$ cat config.mk
export PLATFORM = sky130hd
export DESIGN_NAME = fifo_read_side_handshake
export DESIGN_NICKNAME = d
export VERILOG_FILES = /design/src/pkg/fifo_rd_pkg.sv /design/src/hw/fifo_read_side_handshake.sv
export SDC_FILE = /design/constraint.sdc
export NUM_CORES = 1
export LEC_CHECK = 0
export ABC_AREA = 1
export BUFFER_PORTS_ARGS = -buffer_cell sky130_fd_sc_hd__buf_2
export CAP_MARGIN = 20
export CORE_UTILIZATION = 45
export CTS_CLUSTER_DIAMETER = 60
export CTS_CLUSTER_SIZE = 28
export DETAILED_ROUTE_END_ITERATION = 12
export MAX_ROUTING_LAYER = met4
export PLACE_DENSITY = 0.7
export SLEW_MARGIN = 20
export SYNTH_ARGS = -nofsm -noshare
export SYNTH_HDL_FRONTEND = slang
export SYNTH_SLANG_ARGS = --single-unit
$ cat constraint.sdc
create_clock -name pclk -period 4.07 [get_ports pclk]
set_input_delay 0.407 -clock pclk [delete_from_list [all_inputs] [get_ports pclk]]
set_output_delay 0.407 -clock pclk [all_outputs]
set_load 0.01 [all_outputs]
$ cat src/pkg/fifo_rd_pkg.sv
// Purpose: Shared constants and types for the single-clock FIFO with read-side handshaking.
// Assumes: One clock, APB register access, flip-flop storage.
// Notes: Register offsets are byte addresses of aligned 32-bit words.
package fifo_rd_pkg;

  // ----------------------------------------------------------------
  // Sizes
  // ----------------------------------------------------------------
  localparam int DATA_W = 32;
  localparam int ADDR_W = 8;
  localparam int DEPTH = 16;
  localparam int PTR_W = 4;
  localparam int CNT_W = 5;
  localparam logic [CNT_W-1:0] CNT_ZERO = 5'h00;
  localparam logic [CNT_W-1:0] CNT_ONE = 5'h01;
  localparam logic [CNT_W-1:0] CNT_FULL = 5'h10;
  localparam logic [CNT_W-1:0] CNT_NEAR_FULL = 5'h0f;
  localparam logic [PTR_W-1:0] PTR_ONE = 4'h1;

  // ----------------------------------------------------------------
  // Register map
  // ----------------------------------------------------------------
  localparam logic [ADDR_W-1:0] ADDR_CTRL = 8'h00;
  localparam logic [ADDR_W-1:0] ADDR_WDATA = 8'h04;
  localparam logic [ADDR_W-1:0] ADDR_RDATA = 8'h08;
  localparam logic [ADDR_W-1:0] ADDR_RDREQ = 8'h0c;
  localparam logic [ADDR_W-1:0] ADDR_STATUS = 8'h10;
  localparam int CTRL_MODE_BIT = 0;
  localparam int ST_FLAGS_LSB = 0;
  localparam int ST_HS_LSB = 4;
  localparam int ST_WORDS_LSB = 8;
  localparam int ST_COUNT_LSB = 16;
  localparam logic [DATA_W-1:0] WORD_ZERO = 32'h0000_0000;

  // ----------------------------------------------------------------
  // Carriers
  // ----------------------------------------------------------------
  typedef struct packed {
    logic full;
    logic almost_full;
    logic empty;
    logic almost_empty;
  } flags_t;

  typedef struct packed {
    logic valid;
    logic underflow;
    logic wr_ack;
    logic overflow;
  } hs_t;

  localparam flags_t FLAGS_RESET = 4'h3;
  localparam hs_t HS_IDLE = 4'h0;

  typedef enum logic [1:0] {
    APB_IDLE = 2'b01,
    APB_RESP = 2'b10
  } apb_state_t;

endpackage

$ cat src/hw/fifo_read_side_handshake.sv
// Purpose: Single-clock FIFO with standard and fall-through read modes and handshake flags.
// Assumes: User write and read logic run on pclk; software uses APB.
// Notes: Mode changes are accepted only while the buffer holds no words.
//
// Decided for this implementation: the register addresses and the APB slave port.
`timescale 1ns/1ns
`default_nettype none

module fifo_read_side_handshake #(
  parameter logic [3:0] HS_ENABLE = 4'hf,
  parameter logic [3:0] HS_ACTIVE_LOW = 4'h0,
  parameter bit SHIFT_REG_IMPL = 1'b0
) (
  input wire logic pclk,
  input wire logic presetn,
  input wire logic psel,
  input wire logic penable,
  input wire logic pwrite,
  input wire logic [fifo_rd_pkg::ADDR_W-1:0] paddr,
  input wire logic [fifo_rd_pkg::DATA_W-1:0] pwdata,
  output var logic pready,
  output var logic [fifo_rd_pkg::DATA_W-1:0] prdata,
  output var logic pslverr,
  input wire logic wr_en,
  input wire logic [fifo_rd_pkg::DATA_W-1:0] din,
  input wire logic rd_en,
  output var logic [fifo_rd_pkg::DATA_W-1:0] dout,
  output var fifo_rd_pkg::flags_t flags,
  output var fifo_rd_pkg::hs_t hs
);

  // ----------------------------------------------------------------
  // Declarations
  // ----------------------------------------------------------------
  fifo_rd_pkg::apb_state_t apb_q, apb_d;
  logic pready_q, pready_d;
  logic pslverr_q, pslverr_d;
  logic [fifo_rd_pkg::DATA_W-1:0] prdata_q, prdata_d;
  logic fall_through_mode_q, fall_through_mode_d;
  logic apb_fire, apb_wr, apb_rd, mode_wr;
  logic wr_in, rd_in, push, pop, full_now;
  logic rd_ok, out_adv, s1_adv;
  logic [fifo_rd_pkg::DATA_W-1:0] mem_q [fifo_rd_pkg::DEPTH];
  logic [fifo_rd_pkg::DATA_W-1:0] wdata;
  logic [fifo_rd_pkg::PTR_W-1:0] wptr_q, wptr_d, rptr_q, rptr_d;
  logic [fifo_rd_pkg::CNT_W-1:0] count_q, count_d, words_q, words_d;
  logic [fifo_rd_pkg::DATA_W-1:0] s1_q, s1_d, dout_q, dout_d;
  logic s1_v_q, s1_v_d, out_v_q, out_v_d;
  fifo_rd_pkg::flags_t flags_q, flags_d;
  fifo_rd_pkg::hs_t hs_raw_q, hs_raw_d, hs_q, hs_d;
  logic started_q;

  assign pready = pready_q;
  assign prdata = prdata_q;
  assign pslverr = pslverr_q;
  assign dout = dout_q;
  assign flags = flags_q;
  assign hs = hs_q;

  // ----------------------------------------------------------------
  // APB slave
  // ----------------------------------------------------------------
  // The answer is registered, so every access phase lasts two cycles.
  assign apb_fire = (apb_q == fifo_rd_pkg::APB_RESP) && psel && penable;
  assign apb_wr = apb_fire && pwrite && (paddr == fifo_rd_pkg::ADDR_WDATA);
  assign apb_rd = apb_fire && pwrite && (paddr == fifo_rd_pkg::ADDR_RDREQ);
  assign mode_wr = apb_fire && pwrite && (paddr == fifo_rd_pkg::ADDR_CTRL);

  always_comb begin
    apb_d = apb_q;
    pready_d = 1'b0;
    pslverr_d = 1'b0;
    prdata_d = prdata_q;
    fall_through_mode_d = fall_through_mode_q;
    case (apb_q)
      fifo_rd_pkg::APB_IDLE: begin
        if (psel && penable) begin
          apb_d = fifo_rd_pkg::APB_RESP;
          pready_d = 1'b1;
          prdata_d = fifo_rd_pkg::WORD_ZERO;
          if (paddr == fifo_rd_pkg::ADDR_CTRL) begin
            prdata_d[fifo_rd_pkg::CTRL_MODE_BIT] = fall_through_mode_q;
          end else if (paddr == fifo_rd_pkg::ADDR_RDATA) begin
            prdata_d = dout_q;
          end else if (paddr == fifo_rd_pkg::ADDR_STATUS) begin
            prdata_d[fifo_rd_pkg::ST_FLAGS_LSB +: 4] = flags_q;
            prdata_d[fifo_rd_pkg::ST_HS_LSB +: 4] = hs_raw_q;
            prdata_d[fifo_rd_pkg::ST_WORDS_LSB +: fifo_rd_pkg::CNT_W] = words_q;
            prdata_d[fifo_rd_pkg::ST_COUNT_LSB +: fifo_rd_pkg::CNT_W] = count_q;
          end else if (paddr != fifo_rd_pkg::ADDR_WDATA && paddr != fifo_rd_pkg::ADDR_RDREQ) begin
            pslverr_d = 1'b1;
          end
        end
      end
      fifo_rd_pkg::APB_RESP: begin
        apb_d = fifo_rd_pkg::APB_IDLE;
      end
      default: begin
        apb_d = fifo_rd_pkg::APB_IDLE;
      end
    endcase
    // Switching mode with words in flight would strand them in the output stages.
    if (mode_wr && words_q == fifo_rd_pkg::CNT_ZERO && !SHIFT_REG_IMPL) begin
      fall_through_mode_d = pwdata[fifo_rd_pkg::CTRL_MODE_BIT];
    end
  end

  always_ff @(posedge pclk or negedge presetn) begin
    if (!presetn) begin
      apb_q <= fifo_rd_pkg::APB_IDLE;
      pready_q <= 1'b0;
      pslverr_q <= 1'b0;
      prdata_q <= fifo_rd_pkg::WORD_ZERO;
      fall_through_mode_q <= 1'b0;
    end else begin
      apb_q <= apb_d;
      pready_q <= pready_d;
      pslverr_q <= pslverr_d;
      prdata_q <= prdata_d;
      fall_through_mode_q <= fall_through_mode_d;
    end
  end

  // ----------------------------------------------------------------
  // Storage
  // ----------------------------------------------------------------
  assign wr_in = wr_en || apb_wr;
  assign rd_in = rd_en || apb_rd;
  assign wdata = wr_en ? din : pwdata;
  assign full_now = (count_q == fifo_rd_pkg::CNT_FULL);
  assign push = wr_in && !full_now;

  genvar gi;
  generate
    for (gi = 0; gi < fifo_rd_pkg::DEPTH; gi++) begin : g_entry
      logic [fifo_rd_pkg::DATA_W-1:0] ent_d;
      always_comb begin
        ent_d = mem_q[gi];
        if (push && wptr_q == (fifo_rd_pkg::PTR_W)'(gi)) begin
          ent_d = wdata;
        end
      end
      always_ff @(posedge pclk or negedge presetn) begin
        if (!presetn) begin
          mem_q[gi] <= fifo_rd_pkg::WORD_ZERO;
        end else begin
          mem_q[gi] <= ent_d;
        end
      end
    end
  endgenerate

  // ----------------------------------------------------------------
  // Read path and flags
  // ----------------------------------------------------------------
  // Fall-through uses two output stages, which is where the extra depth lives.
  assign rd_ok = rd_in && out_v_q;
  assign out_adv = !out_v_q || rd_ok;
  assign s1_adv = !s1_v_q || out_adv;

  always_comb begin
    pop = 1'b0;
    s1_d = s1_q;
    s1_v_d = 1'b0;
    out_v_d = 1'b0;
    dout_d = dout_q;
    hs_raw_d = fifo_rd_pkg::HS_IDLE;
    if (fall_through_mode_q) begin
      pop = s1_adv && (count_q != fifo_rd_pkg::CNT_ZERO);
      s1_v_d = s1_adv ? (count_q != fifo_rd_pkg::CNT_ZERO) : s1_v_q;
      if (pop) begin
        s1_d = mem_q[rptr_q];
      end
      out_v_d = out_adv ? s1_v_q : out_v_q;
      if (out_adv && s1_v_q) begin
        dout_d = s1_q;
      end
      hs_raw_d.valid = out_v_d;
      hs_raw_d.underflow = rd_in && !out_v_q;
    end else begin
      pop = rd_in && (count_q != fifo_rd_pkg::CNT_ZERO);
      if (pop) begin
        dout_d = mem_q[rptr_q];
      end
      hs_raw_d.valid = pop;
      hs_raw_d.underflow = rd_in && (count_q == fifo_rd_pkg::CNT_ZERO);
    end
    hs_raw_d.wr_ack = push;
    hs_raw_d.overflow = wr_in && full_now;
    wptr_d = push ? wptr_q + fifo_rd_pkg::PTR_ONE : wptr_q;
    rptr_d = pop ? rptr_q + fifo_rd_pkg::PTR_ONE : rptr_q;
    count_d = count_q;
    if (push && !pop) begin
      count_d = count_q + fifo_rd_pkg::CNT_ONE;
    end else if (pop && !push) begin
      count_d = count_q - fifo_rd_pkg::CNT_ONE;
    end
    words_d = count_d + {{(fifo_rd_pkg::CNT_W-1){1'b0}}, s1_v_d}
      + {{(fifo_rd_pkg::CNT_W-1){1'b0}}, out_v_d};
    flags_d.full = (count_d == fifo_rd_pkg::CNT_FULL);
    flags_d.almost_full = (count_d == fifo_rd_pkg::CNT_NEAR_FULL);
    flags_d.empty = fall_through_mode_q ? !out_v_d : (count_d == fifo_rd_pkg::CNT_ZERO);
    flags_d.almost_empty = (words_d == fifo_rd_pkg::CNT_ONE);
    hs_d = (hs_raw_d & HS_ENABLE) ^ HS_ACTIVE_LOW;
  end

  always_ff @(posedge pclk or negedge presetn) begin
    if (!presetn) begin
      wptr_q <= '0;
      rptr_q <= '0;
      count_q <= fifo_rd_pkg::CNT_ZERO;
      words_q <= fifo_rd_pkg::CNT_ZERO;
      s1_q <= fifo_rd_pkg::WORD_ZERO;
      s1_v_q <= 1'b0;
      out_v_q <= 1'b0;
      dout_q <= fifo_rd_pkg::WORD_ZERO;
      flags_q <= fifo_rd_pkg::FLAGS_RESET;
      hs_raw_q <= fifo_rd_pkg::HS_IDLE;
      hs_q <= HS_ACTIVE_LOW;
      started_q <= 1'b0;
    end else begin
      wptr_q <= wptr_d;
      rptr_q <= rptr_d;
      count_q <= count_d;
      words_q <= words_d;
      s1_q <= s1_d;
      s1_v_q <= s1_v_d;
      out_v_q <= out_v_d;
      dout_q <= dout_d;
      flags_q <= flags_d;
      hs_raw_q <= hs_raw_d;
      hs_q <= hs_d;
      started_q <= 1'b1;
    end
  end
endmodule

`default_nettype wire

**After elaboration in Yosys (flattened, before gate mapping)**

Cells that the tools add are included.

- Output and inout port bits: 74
- Input bits: 79
- Word-level logic and storage cells: 163
- Register bits: 641

- Reductions and logical operators: 55
- Add/subtract/negate cells: 6
- Mux-type cells: 34
- Equality and inequality tests: 29
- Bitwise gates (word level): 1
- $lt $le $gt $ge: 1

Operator list:

| operator | count |
|---|---|
| 32-bit two-way mux | 6 |
| 32-bit binary-select mux with 4-bit select | 1 |
| 1-bit logical AND | 35 |
| 4-bit equality test (second input constant) | 8 |
| 31-bit two-way mux | 1 |
| 13-bit two-way mux | 2 |
| 5-bit two-way mux | 4 |
| 4-bit by 3-bit equality test with 1-bit output (second input constant) | 4 |
| 8-bit by 4-bit equality test with 1-bit output (second input constant) | 2 |
| 5-bit logical NOT | 3 |
| 1-bit two-way mux | 15 |
| 11-bit two-way mux | 1 |
| 5-bit by 1-bit adder with 5-bit output | 2 |
| 5-bit equality test (second input constant) | 2 |
| 4-bit by 1-bit adder with 4-bit output (second input constant) | 2 |
| 4-bit by 2-bit equality test with 1-bit output (second input constant) | 2 |
| 8-bit by 3-bit equality test with 1-bit output (second input constant) | 1 |
| 8-bit by 5-bit equality test with 1-bit output (second input constant) | 1 |
| 8-bit logical NOT | 1 |
| 8-bit by 3-bit != test with 1-bit output (second input constant) | 1 |
| 8-bit by 4-bit != test with 1-bit output (second input constant) | 1 |
| 1-bit logical NOT | 6 |
| 2-bit two-way mux | 3 |
| 2-bit AND reduction | 3 |
| other kinds (16) | 19 |

**Logic depth before layout (Yosys ltp)**

Gate-level depths: netlist of run 1.

- Depth in word-level cells: 17
- Gate-level depth with buffers: 21
- Mapped depth without buffers: 20

**Least setup slack after synthesis of run 1**

Ideal clock, no wire load.

- Path type: reg-to-reg
- From: reg count_q[0] (netlist bit)
- To: reg flags_q (netlist bit flags[0])
- Path slack: 1.222 ns
- Required time: 4.003 ns
- Stages on the path, launching flop included: 21
- Buffers on the path: 1
- Setup time: 0.067 ns
- Clock period less this slack: 2.848 ns
- Data arrival time: 2.781 ns
- Path through: dfrtp_1 inv_1 ha_1 nand3_1 inv_1 nand2_1 nand2_1 inv_1 nand2_1 nand2_1 buf_2 nand2_1 nand2_1 xor2_1 fa_1 ha_1 inv_1 nand2_1 nor2_1 nand2_1 nor2_1

RTL lines:

| item | line | text |
|---|---|---|
| start: declaration | fifo_read_side_handshake.sv:46 | `logic [fifo_rd_pkg::CNT_W-1:0] count_q, count_d, words_q, words_d;` |
| start signal: assignment | fifo_read_side_handshake.sv:211 | `count_q <= fifo_rd_pkg::CNT_ZERO;` |
| start signal: assignment | fifo_read_side_handshake.sv:224 | `count_q <= count_d;` |
| end signal: assignment | fifo_read_side_handshake.sv:217 | `flags_q <= fifo_rd_pkg::FLAGS_RESET;` |
| end signal: assignment | fifo_read_side_handshake.sv:230 | `flags_q <= flags_d;` |
| end: declaration | fifo_read_side_handshake.sv:49 | `fifo_rd_pkg::flags_t flags_q, flags_d;` |

==> flow_summary.yaml, run 1 <==
critical_path:
  worstPathArrival_ns: 3.94
  crit_buf_inv: 4
  worstPathMaxFanout: 11
  critPathCaptureType: "flop"
  slowest_delay_ns: 0.47
  required_ns: 4.61
  reg2reg_slack_ns: 0.66
  crit_chain: "inv_1, ha_1, nand3_1, inv_1, nand2_1, nand2_1, inv_1, nand2_1, nand2_1, nand2_1, nand2_1, xor2_1, fa_1, ha_1, inv_1, nand3_1, nand2_1, nor2_1, nand2_1, nor2_1"
  critPathKind: "flop to flop"
  crit_path_top_delay_cell: "dfrtp_1"
  path_delay_family: "simple AND/OR/NAND/NOR gates"
  cp-start-kind: "flop"
  cp_common_cell: "nand2_1"
synth:
  ys.flop_type: "dfrtp_1"
  async_reset_ff_frac: 1.00
  ys_seq_area_frac: 0.542
  syn_area_sq_um: 29600
  synth.distinct_cells: 39
  synth_edf_count: 0
  yosysWarnings: 0
  ys_ff_latch: 641
  synth_nets: 3262
  postSynthCellCount: 3174
  syn_area_per_cell_sq_um: 9.32
sta:
  finalSetupTns_ns: 0
  finalSetupViolCount: 0
  finalCriticalPeriod_ns: 3.41
  fin_skew_ns: 0.0297
  maxSlewViolCount: 0
  tightest_slew_ns: 1.11
  finalHoldViolations: 0
  timing.final.crit_share: 0.837
  grt_setup_unrepaired: "no"
  slew_headroom: 0.262
  fin_ws_ns: 0.662
  clock.fmax_mhz: 293
hold_path:
  min_path_type: "input port to flop"
cells_and_area:
  final_area_sq_um: 32700
  layout_commonest_cell: "dfrtp_1"
  nNetsFinal: 3286
  syn2layout_area_growth_pct: 10.6
  drive_gt1_frac: 0.185
  antenna_cells: 0
  final_cell_mix: "dfrtp_1, nand2_1, o21ai_0, inv_1, mux2_2"
drt:
  drc: 0
  dr.pass1.iters: 5
  antenna_left: 0
  via_per_inst: 5.53
  wl_um: 79200
  drt_iter0_drc: 2464
  vias: 22595
  drt-wirelength-per-cell_um: 19.4
floorplan:
  coreArea_sq_um: 64700
  die_w_um: 258
  num_rows: 93
  fp.dieH_um: 258
  die-area_sq_um: 66800
  io_pins: 153
  start_util: 0.457
clock_network:
  cts_hold_buf: 1
  numCtsBuffers: 42
  tritoncts: "yes"
  worstSkewPairLatency_ns: 0.62
  post_cts_buffers: 0
  clockBufferDepth: 3
  root_buffer: "clkbuf_16"
  htreeDepth: 2
  post_cts_resized: 0
  path_clk_slew_ns: 0.09
  clock-sinks: 641
place:
  detailed_place_hpwl_um: 46200
  port-buffer-count: 152
  place_area_sq_um: 31200
  gp_congestion: 0.868
  place_ws_ns: 0.752
grt:
  grt_pass1_vias: 21439
  grt_pass1_wl_um: 125000
  track_usage: 0.247
  antenna_found_initial: 2
  grt_overflow: 0
  grt_max_degree: 209
flow_run:
  maxCapViolations: 0
pwr:
  power.density_nw_per_um2: 763
  peakVddDrop_mv: 0.718
  p_leak_nw: 15.3
status:
  outcome: "finished clean"
## through the flow
| step | cells | hold WS, ns | utilization | power, mW |
|---|---|---|---|---|
| 2_1_floorplan | 3174 | 0.111 | - | 16.8 |
| 5_1_grt | 4087 | 0.109 | 0.506 | 26.7 |
| 3_5_place_dp | 4008 | 0.461 | 0.483 | 20.2 |
| 4_1_cts | 4087 | 0.0708 | 0.506 | 24.9 |
| 3_3_place_gp | 4008 | 0.458 | 0.483 | 19.9 |
| 6_report | 4087 | 0.0917 | 0.506 | 25.0 |
## flip-flops by register name, indices dropped and copies added, names as in the netlist, 2 cells and up
name	count
apb_q	2
count_q	5
dout	32
flags	4
hs	4
mem_q	512
prdata	32
rptr_q	4
s1_q	32
words_q	5
wptr_q	4
## area by class of cell
cell class	count	area, sq um
flip-flops and latches	641	16000
clock buffers	50	1120
well taps	855	1070
inverters	323	1220
fillers	5956	32000
multi-input cells	1975	11400
clock inverters	28	368
repair buffers	215	1450
## final timing paths
path	start	to	cells after the start
worst min register to register	prdata[9]$_DFFE_PN0P_	prdata[9]$_DFFE_PN0P_	2
min in group asynchronous	presetn	count_q[0]$_DFF_PN0_	2
max in group asynchronous	presetn	mem_q[59]$_DFFE_PN0P_	3
worst min-delay path	psel	apb_q[1]$_DFFE_PN0P_	3
worst max register to register	count_q[0]$_DFF_PN0_	flags[0]$_DFF_PN1_	20
worst max-delay path	count_q[0]$_DFF_PN0_	flags[0]$_DFF_PN1_	20
## tightest hold or removal path: stages
cell	delay (ns)
buf_2	0.09
nand2_1	0.10
nor3_1	0.06
## synth_stat cells (2+ instances only)
cell type	n	share of area
nor2_1	61	0.0077
a31oi_1	13	0.0027
dfstp_2	3	0.0027
clkbuf_1	160	0.020
nand2_1	625	0.079
o21ai_1	10	0.0017
nand4_1	50	0.011
dfrtp_1	638	0.54
buf_4	3	0.00076
nor3_2	4	0.0014
nor3_1	6	0.0010
o22ai_1	29	0.0061
mux2_2	277	0.11
a21oi_1	205	0.035
mux2_1	24	0.0091
nor2_2	2	0.00042
o211ai_1	8	0.0020
clkinv_1	4	0.00051
nor3_4	8	0.0044
ha_1	8	0.0034
o2111ai_1	22	0.0065
xor2_1	8	0.0024
buf_2	48	0.0081
nand3_1	129	0.022
inv_1	318	0.040
o21ai_0	475	0.080
buf_1	23	0.0029
nor4_1	2	0.00042
## cell families (layout without fill, tap and decap cells)
group / Yosys count / after routing / share of synthesized area
AO/OA/AOI/OAI: 768 / 768 / 0.136
XOR/XNOR: 9 / 9 / 0.00266
adder cells (fa/ha/maj): 9 / 9 / 0.00406
buffers and inverters: 558 / 616 / 0.0735
flip-flops: 641 / 641 / 0.542
multiplexers: 301 / 301 / 0.115
AND/OR/NAND/NOR: 888 / 888 / 0.127
## routing by layer
| layer | GRT usage | share of wire |
|---|---|---|
| met5 | - | 0 |
| met2 | 0.374 | 0.45 |
| met3 | 0.0333 | 0.077 |
| met4 | 0.0602 | 0.020 |
| met1 | 0.352 | 0.45 |
## report_power, final
group          leakage (nW)  switching [mW]  internal, mW  total [mW]
logic                  6.65            6.32          3.51        9.83
clock network         0.714            2.45          2.30        4.75
registers              7.96            1.27          9.11        10.4
Power figures use the tool's default switching activity.
==> run 2: changes to the inputs <==
- PLACE_DENSITY: 0.7 -> 0.72
- clock period: 4.07 -> 2.9 ns (I/O delays scaled with it)
==> run 2 against run 1 <==
Worst hold slack gained 0.041 ns. Register-to-register slack lost 0.42 ns. Sequential power grew 38%. Clock-buffer cell count shrank 3. Fmax grew 28%. Die area is the same. Clock skew grew 0.0045 ns.
==> flow_summary.yaml, run 2 (synthesis results as in run 1) <==
drt:
  drt_iter0_drc: 2219
  vias: 22893
  via_per_inst: 5.53
  drt-wirelength-per-cell_um: 19.1
  antenna_left: 0
  dr.pass1.iters: 5
  drc: 0
  wl_um: 79000
sta:
  whs_ns: 0.133
  clock.fmax_mhz: 377
  finalCriticalPeriod_ns: 2.65
  finalSetupViolCount: 0
  tightest_slew_ns: 1.03
  finalHoldViolations: 0
  maxSlewViolCount: 0
  fin_skew_ns: 0.0342
  timing.final.crit_share: 0.915
  slew_headroom: 0.306
grt:
  track_usage: 0.247
  grt_pass1_wl_um: 126000
  grt_overflow: 0
  grt_pass1_vias: 21912
  antenna_found_initial: 1
  grt_max_degree: 131
place:
  place_area_sq_um: 31700
  post-place-cells: 4059
  detailed_place_hpwl_um: 50100
  port-buffer-count: 152
  gp_congestion: 0.866
pwr:
  p_switching_mw: 14.4
  power.density_nw_per_um2: 1070
  pwr-share-seq: 0.405
  power.internal_mw: 21.3
  peakVddDrop_mv: 0.710
  comb_power_share: 0.405
  p_leak_nw: 15.6
  pwr-share-clk: 0.190
  switching_share: 0.404
clock_network:
  root_buffer: "clkbuf_16"
  numCtsBuffers: 41
  clockBufferDepth: 3
  path_clk_slew_ns: 0.09
  post_cts_buffers: 0
  worstSkewPairLatency_ns: 0.61
  htreeDepth: 2
  tritoncts: "yes"
  clock-sinks: 641
cells_and_area:
  antenna_cells: 0
  fillers: 5835
  final_area_sq_um: 33300
  layout_commonest_cell: "dfrtp_1"
  largest_reg_flops: 512
  fin_cells: 4138
  drive_gt1_frac: 0.200
  final_cell_mix: "dfrtp_1, nand2_1, o21ai_0, inv_1, mux2_2"
  syn2layout_area_growth_pct: 12.6
  nNetsFinal: 3338
  regMostFlops: "mem_q"
hold_path:
  min_path_type: "input port to flop"
floorplan:
  die_w_um: 258
  die-area_sq_um: 66800
  num_rows: 93
  coreArea_sq_um: 64700
  fp.dieH_um: 258
  io_pins: 153
  start_util: 0.457
critical_path:
  worstPathMaxFanout: 5
  crit_chain: "inv_2, ha_4, nand3_1, inv_1, nand2_1, nand2_1, inv_1, nand2_2, nand2_1, nand2_1, nand2_1, xor2_2, fa_2, ha_2, inv_1, nand2_1, nor2_1, nand2_1, nor2_1"
  critPathCaptureType: "flop"
  cp_common_cell: "nand2_1"
  critPathKind: "flop to flop"
  required_ns: 3.45
  slowest_delay_ns: 0.40
  cp-start-kind: "flop"
  worstPathArrival_ns: 3.21
  crit_path_top_delay_cell: "dfrtp_1"
status:
  outcome: "finished clean"
flow_run:
  maxCapViolations: 0
## run 2: cell count changes in the layout (fill, tap and decap cells not counted), moves of 3 or more
cell        change
buf_4          +40
buf_12         +11
inv_8           -6
clkinv_8        +4
clkinvlp_4      -3
## run 2: worst paths after layout
kind,start,end,slack (ns),depth (start not counted)
worst max-delay path,count_q[0]$_DFF_PN0_,flags[0]$_DFF_PN1_,0.25,19
worst min-delay path,paddr[2],pslverr$_DFF_PN0_,0.13,4
worst max register to register,count_q[0]$_DFF_PN0_,flags[0]$_DFF_PN1_,0.25,19
worst min register to register,prdata[11]$_DFFE_PN0P_,prdata[11]$_DFFE_PN0P_,0.48,2
max in group asynchronous,presetn,mem_q[366]$_DFFE_PN0P_,1.64,4
min in group asynchronous,presetn,prdata[9]$_DFFE_PN0P_,0.27,2
## run 2: final cells by class
cell class                 instances  area, sq um  share of cell area
sequential                       641        16000               0.481
multi-input combinational       1975        11500               0.344
timing repair buffer             268         1990              0.0596
inverter                         323         1220              0.0366
clock buffer                      47         1110              0.0333
tap                              855         1070              0.0321
clock inverter                    29          422              0.0126
## run 2: power by group through the flow
stage	registers (mW)	clock network (mW)	logic, mW
floorplan	14.2	0	9.46
global placement	14.4	0	13.8
detailed placement	14.6	0	14.2
CTS	14.4	6.90	14.3
global route	14.9	7.22	16.0
finish	14.4	6.77	14.5
## run 2: metal layers
| layer | track usage | routed length, um |
|---|---|---|
| met4 | 0.0664 | 1820 |
| met2 | 0.382 | 36500 |
| met3 | 0.0298 | 5510 |
| met5 | - | 0 |
| met1 | 0.345 | 35200 |
## run 2: repair_timing
action / in CTS / in global routing
hold buffers: 3 / 0
hold endpoints to repair: 56 / 0
endpoints found under the setup margin: 0 / 3
gates resized for setup: 0 / 8
## run 2: through the flow
stage	setup TNS (ns)	power [mW]	util	setup WS, ns
after floorplan	0	23.6	-	0.0520
after global routing	-0.00459	38.1	0.515	-0.00459
after global placement	0	28.3	0.491	0.124
after CTS	0	35.6	0.515	0.0651
after detailed placement	0	28.8	0.491	0.0942
final	0	35.7	0.515	0.247
## run 2: worst max-delay path: cells and delay by family, from the launching register on
family	cells	cell delay, ns
buf+inv	4	0.28
simple gates	11	0.92
flops	1	0.40
fa+ha+maj	3	0.81
xor+xnor	1	0.17
==> run 3: changes to the inputs <==
==> constraint.sdc (replaced) <==
create_clock -name pclk -period 2.9 [get_ports pclk]
set_input_delay 0.145 -clock pclk [delete_from_list [all_inputs] [get_ports pclk]]
set_output_delay 0.145 -clock pclk [all_outputs]
set_load 0.01 [all_outputs]
==> run 3 against run 2 <==
Total power is 0.50% lower. Non-clock buffer count decreased by 12. Cell count fell by 0.36%. Critical endpoint unchanged.
==> flow_summary.yaml, run 3 (synthesis results as in run 1) <==
status:
  outcome: "finished clean"
grt:
  grt_overflow: 0
  antenna_found_initial: 0
  track_usage: 0.246
  grt_pass1_vias: 21844
  grt_pass1_wl_um: 126000
  grt_max_degree: 106
drt:
  vias: 22873
  drc: 0
  drt-wirelength-per-cell_um: 19.1
  dr_wl_met2_um: 35900
  drt_iter0_drc: 2209
  via_per_inst: 5.55
  highest_layer: "met4"
  wl_um: 78600
  dr.pass1.iters: 5
  route.met3.wl_um: 5120
  met1_length_um: 35600
  antenna_left: 0
cells_and_area:
  layout_commonest_cell: "dfrtp_1"
  syn2layout_area_growth_pct: 12.0
  nNetsFinal: 3326
  final_util: 0.512
  drive_gt1_frac: 0.195
  final_cell_mix: "dfrtp_1, nand2_1, o21ai_0, inv_1, mux2_2"
  regMostFlops: "mem_q"
  fillers: 5907
  antenna_cells: 0
  multi_input_area_sq_um: 11500
  seqCellArea_sq_um: 16000
  fin_cells: 4123
  largest_reg_flops: 512
floorplan:
  die-area_sq_um: 66800
  num_rows: 93
  start_util: 0.457
  io_pins: 153
  die_w_um: 258
  coreArea_sq_um: 64700
  fp.dieH_um: 258
sta:
  clock.fmax_mhz: 375
  tightest_slew_ns: 0.973
  finalHoldViolations: 0
  slew_headroom: 0.347
  finalSetupTns_ns: 0
  maxSlewViolCount: 0
  timing.final.crit_share: 0.921
  finalCriticalPeriod_ns: 2.67
  fin_skew_ns: 0.0335
  grt_setup_unrepaired: "no"
  finalSetupViolCount: 0
pwr:
  p_leak_nw: 15.6
  power.density_nw_per_um2: 1070
  p_switching_mw: 14.3
  peakVddDrop_mv: 0.764
  pwr-share-seq: 0.405
  power.total_mw: 35.5
  power.internal_mw: 21.1
  pwr-share-clk: 0.189
  switching_share: 0.404
  comb_power_share: 0.406
critical_path:
  worstPathArrival_ns: 3.20
  rr_startpoint: "apb_q[0]$_DFFE_PN1P_"
  critPathCaptureType: "flop"
  cp-start-kind: "flop"
  required_ns: 3.43
  crit_chain: "inv_1, nand3_1, nor2_1, nand3_1, a21oi_4, inv_4, nand2_2, nand2_1, xor2_1, fa_2, ha_1, inv_1, nand2_1, nor2_1, nand2_1, nor2_1"
  path_delay_family: "simple AND/OR/NAND/NOR gates"
  worstPathMaxFanout: 4
  critPathKind: "flop to flop"
  slowest_delay_ns: 0.38
  crit_path_top_delay_cell: "fa_2"
  crit_buf_inv: 3
  startpoint: "apb_q[0]$_DFFE_PN1P_"
place:
  detailed_place_hpwl_um: 49300
  gp_congestion: 0.865
  post-place-cells: 4045
  port-buffer-count: 152
clock_network:
  clock-sinks: 641
  tritoncts: "yes"
  clockBufferDepth: 3
  htreeDepth: 2
  numCtsBuffers: 41
  path_clk_slew_ns: 0.10
  root_buffer: "clkbuf_16"
  worstSkewPairLatency_ns: 0.60
hold_path:
  worstHoldStart: "pwrite"
  min_path_type: "input port to flop"
flow_run:
  maxCapViolations: 0
==> run 3: changes by cell type in the layout (fill, tap and decap cells not counted), moves of 2 or more <==
| cell | previous run | this run |
|---|---|---|
| inv_2 | 5 | 3 |
| clkbuf_16 | 43 | 41 |
| buf_4 | 86 | 76 |
| buf_12 | 27 | 22 |
| dlygate4sd3_1 | 3 | 5 |
| inv_1 | 313 | 315 |
==> run 3: through the flow <==
stage               cell area [sq um]  hold slack, ns  worst slack, ns
floorplan                       29600          -0.151           0.0520
global placement                31600           0.180            0.139
detailed placement              31600           0.177           0.0962
CTS                             33100          0.0117           0.0609
global route                    33100          0.0758          0.00190
finish                          33100          0.0344            0.230
==> run 3: what timing repair did <==
item / CTS / global route
hold endpoints to repair: 61 / 0
setup buffers: 0 / 0
endpoints found under the setup margin: 0 / 2
hold buffers: 5 / 0
gates resized for setup: 0 / 5
==> run 3: worst reg2reg max path, stage by stage (launching register included) <==
cell and delay [ns]:
dfstp_2 0.37, inv_1 0.09, nand3_1 0.08, nor2_1 0.19, nand3_1 0.23, a21oi_4 0.23
inv_4 0.07, nand2_2 0.09, nand2_1 0.06, xor2_1 0.17, fa_2 0.38, ha_1 0.33
inv_1 0.06, nand2_1 0.05, nor2_1 0.09, nand2_1 0.05, nor2_1 0.08
==> run 3: power groups by stage <==
stage               clock network, mW  registers [mW]  logic [mW]
finish                           6.70            14.4        14.4
global route                     7.13            14.8        16.0
CTS                              6.83            14.4        14.2
detailed placement                  0            14.5        14.1
global placement                    0            14.4        13.8
floorplan                           0            14.2        9.46
==> run 3: cell type report <==
type | instances | share of cell area
multi-input cells | 1975 | 0.346
flip-flops and latches | 641 | 0.484
inverters | 323 | 0.0368
clock buffers | 44 | 0.0316
well taps | 855 | 0.0323
repair buffers | 256 | 0.0557
clock inverters | 29 | 0.0134
==> run 3: path summary, 6_finish.rpt <==
check | endpoint | slack (ns) | cells past startpoint
setup / recovery | flags[0]$_DFF_PN1_ | 0.23 | 16
hold / removal | fall_through_mode_q$_DFFE_PN0P_ | 0.03 | 5
setup reg to reg | flags[0]$_DFF_PN1_ | 0.23 | 16
hold reg to reg | prdata[26]$_DFFE_PN0P_ | 0.48 | 2
max in group asynchronous | mem_q[58]$_DFFE_PN0P_ | 1.82 | 3
min in group asynchronous | mem_q[387]$_DFFE_PN0P_ | 0.15 | 2
==> run 3: layer usage <==
metal	GRT usage	vias up
met5	-	-
met4	0.0667	0
met3	0.0296	123
met2	0.375	790
met1	0.348	11314
li1	-	10646
